**config.mk**
```make
export PLATFORM = sky130hd
export DESIGN_NAME = ssp_slave
export DESIGN_NICKNAME = d
export VERILOG_FILES = /design/src/ssp_pkg.sv /design/src/ssp_slave.sv /design/src/ssp_regmem.sv
export SDC_FILE = /design/constraint.sdc
export NUM_CORES = 1
export LEC_CHECK = 0
export ABC_AREA = 1
export BUFFER_PORTS_ARGS = -buffer_cell sky130_fd_sc_hd__clkbuf_2
export CAP_MARGIN = 20
export CORE_ASPECT_RATIO = 1.25
export CORE_UTILIZATION = 55
export CTS_CLUSTER_SIZE = 16
export DETAILED_ROUTE_END_ITERATION = 8
export HOLD_SLACK_MARGIN = 0.02
export MAX_ROUTING_LAYER = met4
export PLACE_DENSITY = 0.83
export RECOVER_POWER = 25
export SLEW_MARGIN = 20
export SYNTH_ARGS = -nofsm -noshare
export SYNTH_HDL_FRONTEND = slang
export SYNTH_SLANG_ARGS = --single-unit
```
**constraint.sdc**
```tcl
create_clock -name clk -period 2 [get_ports clk]
set_input_delay 0.6 -clock clk [delete_from_list [all_inputs] [get_ports clk]]
set_output_delay 0.6 -clock clk [all_outputs]
set_load 0.01 [all_outputs]
```
**src/ssp_pkg.sv**
```systemverilog
// Purpose: shared constants and types of the serial management slave port
// Assumes: 40 MHz system clock
// Notes:   timing counts other than READY_CYC are derived from times in their own units
package ssp_pkg;

  localparam int unsigned CLK_NS           = 25;
  // fixed 7-bit slave address, write byte reads as 8'hac
  localparam logic [6:0]  SLAVE_ADDR       = 7'h56;
  // bus-free time after stop, least time, rounded up
  localparam int unsigned T_BUF_NS         = 4700;
  localparam int unsigned BUF_CYC          = (T_BUF_NS + CLK_NS - 1) / CLK_NS;
  // longest clock-high time, rounded down
  localparam int unsigned T_HIGH_MAX_NS    = 50000;
  localparam int unsigned HIGH_CYC         = T_HIGH_MAX_NS / CLK_NS;
  localparam int unsigned HI_W             = 11;
  // clock-low timeout, detected at the least bound of its window
  localparam int unsigned T_TIMEOUT_MIN_MS = 25;
  localparam int unsigned TIMEOUT_CYC      = T_TIMEOUT_MIN_MS * 1000000 / CLK_NS;
  // power-up readiness bound and the much shorter delay used
  localparam int unsigned T_POR_MAX_MS     = 500;
  localparam int unsigned POR_MAX_CYC      = T_POR_MAX_MS * 1000000 / CLK_NS;
  localparam int unsigned READY_CYC        = 16;
  localparam int unsigned RDY_W            = 16;
  // byte framing
  localparam logic [3:0]  BYTE_BITS        = 4'h8;
  localparam logic [1:0]  IDX_DATA         = 2'h2;
  // register space: locations below RO_COUNT are read only
  localparam int unsigned REG_DEPTH        = 8;
  localparam int unsigned REG_AW           = 3;
  localparam logic [7:0]  RO_COUNT         = 8'h03;
  localparam logic [7:0]  REG_LIMIT        = 8'h08;
  localparam logic [63:0] REG_RST          = 64'h0000_0044_4400_0000;

  typedef enum logic [4:0] {
    ST_IDLE = 5'h01,
    ST_RX   = 5'h02,
    ST_ACK  = 5'h04,
    ST_TX   = 5'h08,
    ST_RACK = 5'h10
  } ssp_state_e;

endpackage

```
**src/ssp_slave.sv**
```systemverilog
// Purpose: select-gated two-wire management slave port with register access
// Assumes: pins arrive asynchronously; open-drain pins as in/out/enable
// Notes:   never stretches the clock; every data byte of a write message goes to the same register
// Function
// - port works only while select is high
// - select low: ignore bus, drive nothing
// - port stays active in standby
// - recognise fixed slave address 1010110
// - data stable while serial clock high
// - start: data falls while clock high
// - stop: data rises while clock high
// - idle after bus-free or clock-high limit
// - support register writes and register reads
// - acknowledge address, register and data bytes
// - clock-low timeout abandons the transfer
// - total clock stretching under 2 ms
// - ready well within 500 ms of reset
// - read: repeated start, acknowledge, send byte
`timescale 1ns/1ps
module ssp_slave import ssp_pkg::*; #(
  parameter int unsigned TO_CYC    = TIMEOUT_CYC,
  parameter int unsigned READY_DLY = READY_CYC
) (
  input  wire logic       clk,
  input  wire logic       clk_en,
  input  wire logic       sys_rst,
  input  wire logic       port_sel,
  input  wire logic       serial_mgmt_clock_i,
  output logic            serial_mgmt_clock_o,
  output logic            serial_mgmt_clock_oe,
  input  wire logic       mgmt_data_i,
  output logic            mgmt_data_o,
  output logic            mgmt_data_oe,
  output logic            port_ready,
  output logic            bus_idle,
  output logic            timeout_evt,
  output logic            wr_stb,
  output logic [7:0]      wr_addr,
  output logic [7:0]      wr_data
);

  localparam int unsigned TO_W = $clog2(TO_CYC + 1);

  typedef struct packed {
    ssp_state_e       st;
    logic             sel_m, sel_s;
    logic             scl_m, scl_s, scl_p;
    logic             sda_m, sda_s, sda_p;
    logic [7:0]       shift;
    logic [3:0]       cnt;
    logic [1:0]       idx;
    logic             rw;
    logic [7:0]       reg_addr;
    logic [HI_W-1:0]  hi_cnt;
    logic             stop_seen;
    logic [TO_W-1:0]  low_cnt;
    logic [RDY_W-1:0] rdy_cnt;
    logic             ready;
    logic             sda_o, sda_oe, scl_o, scl_oe;
    logic             idle, timeout;
    logic             wr_stb;
    logic [7:0]       wr_addr, wr_data;
  } ssp_state_s;

  ssp_state_s q;
  ssp_state_s d;
  logic [7:0] rdata;
  logic       scl_rise, scl_fall, start_c, stop_c, to_hit;

  ////////////////////////////////////////////////////////////////////////////
  // bus conditions, seen only on the second synchroniser stage onward
  assign scl_rise = q.scl_s && !q.scl_p;
  assign scl_fall = !q.scl_s && q.scl_p;
  assign start_c  = q.scl_s && q.scl_p && q.sda_p && !q.sda_s;
  assign stop_c   = q.scl_s && q.scl_p && !q.sda_p && q.sda_s;
  assign to_hit   = !q.scl_s && (q.low_cnt == TO_W'(TO_CYC - 1));

  // next-state logic for the whole port
  always_comb begin
    d         = q;
    d.wr_stb  = 1'b0;
    d.timeout = 1'b0;
    d.sel_m   = port_sel;
    d.sel_s   = q.sel_m;
    d.scl_m   = serial_mgmt_clock_i;
    d.scl_s   = q.scl_m;
    d.scl_p   = q.scl_s;
    d.sda_m   = mgmt_data_i;
    d.sda_s   = q.sda_m;
    d.sda_p   = q.sda_s;
    // readiness delay after reset, far below the power-up bound
    if (!q.ready) begin
      d.rdy_cnt = q.rdy_cnt + 1'b1;
      d.ready   = (q.rdy_cnt == RDY_W'(READY_DLY - 1));
    end
    // both lines high: count toward bus-free and clock-high limits
    if (q.scl_s && q.sda_s) begin
      if (q.hi_cnt != HI_W'(HIGH_CYC)) d.hi_cnt = q.hi_cnt + 1'b1;
    end else begin
      d.hi_cnt = '0;
    end
    d.idle = (q.stop_seen && q.hi_cnt >= HI_W'(BUF_CYC))
          || (q.hi_cnt == HI_W'(HIGH_CYC));
    if (stop_c) d.stop_seen = 1'b1;
    if (start_c) d.stop_seen = 1'b0;
    // clock-low timer saturates so the timeout fires once per low phase
    if (q.scl_s) begin
      d.low_cnt = '0;
    end else if (q.low_cnt != TO_W'(TO_CYC)) begin
      d.low_cnt = q.low_cnt + 1'b1;
    end
    // no clock stretching at all keeps the stretch budget at zero
    d.scl_oe = 1'b0;
    // select and readiness gate the port; standby has no say here
    if (!q.sel_s || !q.ready) begin
      d.st     = ST_IDLE;
      d.sda_oe = 1'b0;
    end else if (to_hit) begin
      d.st      = ST_IDLE;
      d.sda_oe  = 1'b0;
      d.timeout = 1'b1;
    end else if (start_c) begin
      d.st     = ST_RX;
      d.cnt    = '0;
      d.idx    = '0;
      d.sda_oe = 1'b0;
    end else if (stop_c) begin
      d.st     = ST_IDLE;
      d.sda_oe = 1'b0;
    end else begin
      unique case (q.st)
        ST_IDLE: begin
          d.sda_oe = 1'b0;
        end
        ST_RX: begin
          if (scl_rise) begin
            d.shift = {q.shift[6:0], q.sda_s};
            d.cnt   = q.cnt + 1'b1;
          end else if (scl_fall && q.cnt == BYTE_BITS) begin
            // data line only moves while the clock is low
            d.st     = ST_ACK;
            d.sda_oe = 1'b1;
            if (q.idx == 2'h0) begin
              d.rw = q.shift[0];
              if (q.shift[7:1] != SLAVE_ADDR) begin
                d.st     = ST_IDLE;
                d.sda_oe = 1'b0;
              end
            end else if (q.idx == 2'h1) begin
              d.reg_addr = q.shift;
            end else if (q.reg_addr >= RO_COUNT && q.reg_addr < REG_LIMIT) begin
              d.wr_stb  = 1'b1;
              d.wr_addr = q.reg_addr;
              d.wr_data = q.shift;
            end
          end
        end
        ST_ACK: begin
          if (scl_fall) begin
            d.cnt = '0;
            if (q.idx == 2'h0 && q.rw) begin
              d.st     = ST_TX;
              d.shift  = rdata;
              d.sda_oe = !rdata[7];
            end else begin
              d.st     = ST_RX;
              d.sda_oe = 1'b0;
              if (q.idx != IDX_DATA) d.idx = q.idx + 1'b1;
            end
          end
        end
        ST_TX: begin
          if (scl_fall) begin
            d.cnt    = q.cnt + 1'b1;
            d.shift  = {q.shift[6:0], 1'b0};
            d.sda_oe = !q.shift[6];
            if (q.cnt == BYTE_BITS - 4'h1) begin
              d.st     = ST_RACK;
              d.cnt    = '0;
              d.sda_oe = 1'b0;
            end
          end
        end
        ST_RACK: begin
          // host ack asks for the next location, nack ends the read
          if (scl_rise) begin
            d.cnt = q.sda_s ? 4'h0 : BYTE_BITS;
            if (!q.sda_s) d.reg_addr = q.reg_addr + 8'h01;
          end else if (scl_fall) begin
            if (q.cnt == BYTE_BITS) begin
              d.st     = ST_TX;
              d.cnt    = '0;
              d.shift  = rdata;
              d.sda_oe = !rdata[7];
            end else begin
              d.st = ST_IDLE;
            end
          end
        end
      endcase
    end
  end

  // single state register, frozen while the clock enable is low
  always_ff @(posedge clk) begin
    if (sys_rst) begin
      q       <= '0;
      q.st    <= ST_IDLE;
      // synchronisers start at the pulled-up idle level: no false edge after reset
      {q.scl_m, q.scl_s, q.scl_p} <= 3'h7;
      {q.sda_m, q.sda_s, q.sda_p} <= 3'h7;
    end else if (clk_en) begin
      q <= d;
    end
  end

  ////////////////////////////////////////////////////////////////////////////
  // configuration store; narrow address, range checked before writing
  ssp_regmem u_mem (
    .clk     (clk),
    .clk_en  (clk_en),
    .sys_rst (sys_rst),
    .we      (q.wr_stb),
    .waddr   (q.wr_addr[REG_AW-1:0]),
    .wdata   (q.wr_data),
    .raddr   (q.reg_addr[REG_AW-1:0]),
    .rdata_q (rdata)
  );

  assign serial_mgmt_clock_o  = q.scl_o;
  assign serial_mgmt_clock_oe = q.scl_oe;
  assign mgmt_data_o          = q.sda_o;
  assign mgmt_data_oe         = q.sda_oe;
  assign port_ready           = q.ready;
  assign bus_idle             = q.idle;
  assign timeout_evt          = q.timeout;
  assign wr_stb               = q.wr_stb;
  assign wr_addr              = q.wr_addr;
  assign wr_data              = q.wr_data;
endmodule

```
**src/ssp_regmem.sv**
```systemverilog
// Purpose: configuration register store with registered read data
// Assumes: one write port, one read port, same clock
// Notes:   writes land one cycle after the strobe; read data lag one cycle
`timescale 1ns/1ps
module ssp_regmem import ssp_pkg::*; #(
  parameter int unsigned DEPTH = REG_DEPTH,
  parameter int unsigned AW    = REG_AW,
  parameter int unsigned DW    = 8
) (
  input  wire logic          clk,
  input  wire logic          clk_en,
  input  wire logic          sys_rst,
  input  wire logic          we,
  input  wire logic [AW-1:0] waddr,
  input  wire logic [DW-1:0] wdata,
  input  wire logic [AW-1:0] raddr,
  output logic      [DW-1:0] rdata_q
);

  typedef struct packed {
    logic [DEPTH-1:0][DW-1:0] mem;
    logic [DW-1:0]            rdata;
  } ssp_mem_s;

  ssp_mem_s q;
  ssp_mem_s d;

  ////////////////////////////////////////////////////////////////////////////
  // next state: one write, one registered read
  always_comb begin
    d = q;
    if (we) begin
      d.mem[waddr] = wdata;
    end
    d.rdata = q.mem[raddr];
  end

  // reset loads the documented defaults per entry
  always_ff @(posedge clk) begin
    if (sys_rst) begin
      q.mem   <= REG_RST[DEPTH*DW-1:0];
      q.rdata <= '0;
    end else if (clk_en) begin
      q <= d;
    end
  end

  assign rdata_q = q.rdata;

endmodule

```
==> flow_summary.yaml <==
worst_setup_path:
  end_kind: "register"
  cp_data_required_time_ps: 2340
  crit_type: "register to register"
  cp_slowest_cell: "dfxtp_1"
  worstPathCellList: "buf_4 > nor2_1 > nand2_1 > nor2_4 > nand3_4 > nand2_2 > nor2_2 > nand4_4 > buf_6 > o21ai_2 > a21oi_2"
  critPathLaunchType: "register"
  cpPeakStageDelay_ps: 410
  worst-path-max-fanout: 9
  critical_path_arrival_ps: 2230
place:
  gp_congestion: 0.9675
  io_buffers: 26
  dp_cells: 1510
  dp_hpwl_mm: 15.50
final_layout:
  num_antenna_cells: 0
  fillCellCount: 1417
  layout-drive-gt1-share_pct: 12.68
  layout.nets: 1340
  multi_input_area_sq_mm: 0.004521
  final_cells: 1545
  regArea_sq_mm: 0.003545
  synthToLayoutAreaGrowth_pct: 12.31
grt:
  grt-ovfl-total: 0
  grt_pass1_wl_mm: 36.63
  grt_antenna_before_repair: 0
  grtUsageMet1_pct: 32.86
  grt.busiest_layer: "met2"
  grtUsageMet3_pct: 4.724
  first_global_vias: 7930
  grt_max_degree: 113
  track_usage_pct: 28.84
  grt_use_met2_pct: 48.63
sta:
  fin_crit_ps: 1885
  tightest_slew_ps: 690.7
  setup_viol: 0
  final-hold-violation-count: 0
  slew_violations: 0
  finalCritPeriodShare_pct: 94.24
  relSlewSlack_pct: 53.95
  fmax_mhz: 530.5
  fin_setup_tns_ps: 0
  finClkSkew_ps: 11.56
floorplanning:
  io_pins: 30
  die_h_um: 143.9
  num_rows: 51
  die_area_sq_mm: 0.01663
  start_util_pct: 56.46
  core_sq_mm: 0.01570
  fp.dieW_um: 115.5
clocking:
  clkSinkCount: 177
  cts-root-buf: "clkbuf_16"
  clockBufferDepth: 2
  htreeDepth: 4
  clock_latency_ps: 440
  clkTransAtPathRegs_ps: 80
  cts_tree: "done"
  cts_made_buffers: 17
worst_hold_path:
  holdCritPathClass: "primary input to register"
drt:
  drc: 0
  wirelength_mm: 22.11
  vias: 8578
  drtIter0Drc: 638
  antenna_left: 0
  detail_route.wl_per_cell_um: 14.31
  via_per_inst: 5.552
  firstDrtPassIters: 6
synth:
  yosys-top-cells-area: "dfxtp_1, nor2_1, o21ai_0"
  post-synth-top-count-cell: "nor2_1"
  netlist_area_sq_mm: 0.008864
  async_flop_share_pct: 0
  yosys.area.top_type: "dfxtp_1"
  synth_top_area_share_pct: 39.98
  ys_ff_latch: 177
  synthCells: 1293
  ys_seq_area_share_pct: 39.98
  ys_warn_count: 0
  ys.flop_type: "dfxtp_1"
  yosys-top-cells-count: "nor2_1, dfxtp_1, nand2_1"
  ys_types: 45
  synth-edff-count: 0
  syn_area_per_cell_sq_um: 6.855
power_and_ir_drop:
  leakage_nw: 4.052
  power_frac_clock_pct: 44.9
  power_frac_seq_pct: 50.3
  p_int_mw: 5.320
  ir_worst_vdd_v: 0.0005862
  combPwrFrac_pct: 4.8
  p_sw_mw: 1.813
  powerDensity_mw_per_mm2: 716.6
  switching_share_pct: 25.42
status:
  status: "finished clean"
flow_run:
  drv_cap: 0
[worst max-delay path: cells and delay by family (launching register included)]
| kind | cells | cell delay, ps |
|---|---|---|
| flops | 1 | 410 |
| compound gates | 2 | 170 |
| simple gates | 7 | 790 |
| buf+inv | 2 | 420 |
[power groups by stage]
stage	combinational (mW)	sequential (mW)	clock, mW
2_1_floorplan	0.234	3.66	0
3_3_place_gp	0.327	3.67	0
3_5_place_dp	0.334	3.67	0
4_1_cts	0.336	3.59	3.24
5_1_grt	0.385	3.59	3.40
6_report	0.343	3.59	3.20
[cell type report]
class | count | area share, %
Clock inverter | 15 | 1.420
Tap cell | 212 | 2.665
Sequential cell | 177 | 35.61
Multi-Input combinational cell | 907 | 45.41
Inverter | 139 | 5.266
Clock buffer | 17 | 4.274
Timing Repair Buffer | 78 | 5.354
[logic make-up after synthesis]
kind of cell / Yosys count / synth area share, %
AOI/OAI and AO/OA: 312 / 18.46
xor gates and xnor gates: 10 / 0.9882
adders and majority gates: 14 / 1.976
buffers and inverters: 211 / 10.11
DFF: 177 / 39.98
other: 1 / 0.04231
and+or+nand+nor: 568 / 28.44
[timing repair]
item                                    4_1_cts  5_1_grt
setup buffers                                 0        3
endpoints found under the hold margin         0        0
hold buffers                                  0        0
endpoints found under the setup margin        0       41
gates resized for setup                       0       26
[metrics by stage]
step	instance area [sq um]	hold slack, ps	total power, mW	worst slack (ps)	utilization, %
2_1_floorplan	8871	422.3	3.895	20.65	-
4_1_cts	9852	403.2	7.166	62.36	62.76
3_3_place_gp	9285	433.0	3.995	111.4	59.15
6_report	9955	415.1	7.134	115.1	63.41
5_1_grt	9955	415.5	7.380	-11.94	63.41
3_5_place_dp	9285	442.5	4.003	35.05	59.15
[registers in the layout, summed over array words and instances (netlist names)]
| signal | cells |
|---|---|
| bus_idle | 1 |
| d | 5 |
| mgmt_data_oe | 1 |
| port_ready | 1 |
| q | 79 |
| timeout_evt | 1 |
| u_mem.q | 64 |
| u_mem.rdata_q | 8 |
| wr_addr | 8 |
| wr_data | 8 |
| wr_stb | 1 |
[path summary, 6_finish.rpt]
| kind | slack [ps] | start | endpoint | depth (start not counted) |
|---|---|---|---|---|
| worst max-delay path | 120 | d[98]$_SDFFE_PP1P_ | q[94]$_SDFFE_PP0P_ | 11 |
| worst min-delay path | 420 | serial_mgmt_clock_i | d[99]$_SDFFE_PP1P_ | 3 |
| worst max register to register | 120 | d[98]$_SDFFE_PP1P_ | q[94]$_SDFFE_PP0P_ | 11 |
| worst min register to register | 450 | q[80]$_SDFFE_PP0P_ | q[80]$_SDFFE_PP0P_ | 2 |
[cells in the final DEF (no fill, tap or decap), types with 7 or more instances in the layout]
master	count
dfxtp_1	176
nand3_1	69
nand2_1	170
buf_4	45
nand4_1	25
nor2_2	12
o21ai_1	21
inv_2	14
a21oi_1	105
xor2_1	8
nor2_1	225
ha_1	13
nand2_2	8
inv_1	121
clkbuf_2	25
nor3_1	29
clkbuf_16	17
o21ai_0	158
o221ai_1	7
[per-layer routing]
metal | part of all wire [%] | vias up
met1 | 41 | 3907
met3 | 5.6 | 86
met2 | 50 | 294
met5 | 0 | -
li1 | - | 4291
met4 | 3.9 | 0
(Power assumes the default switching activity.)
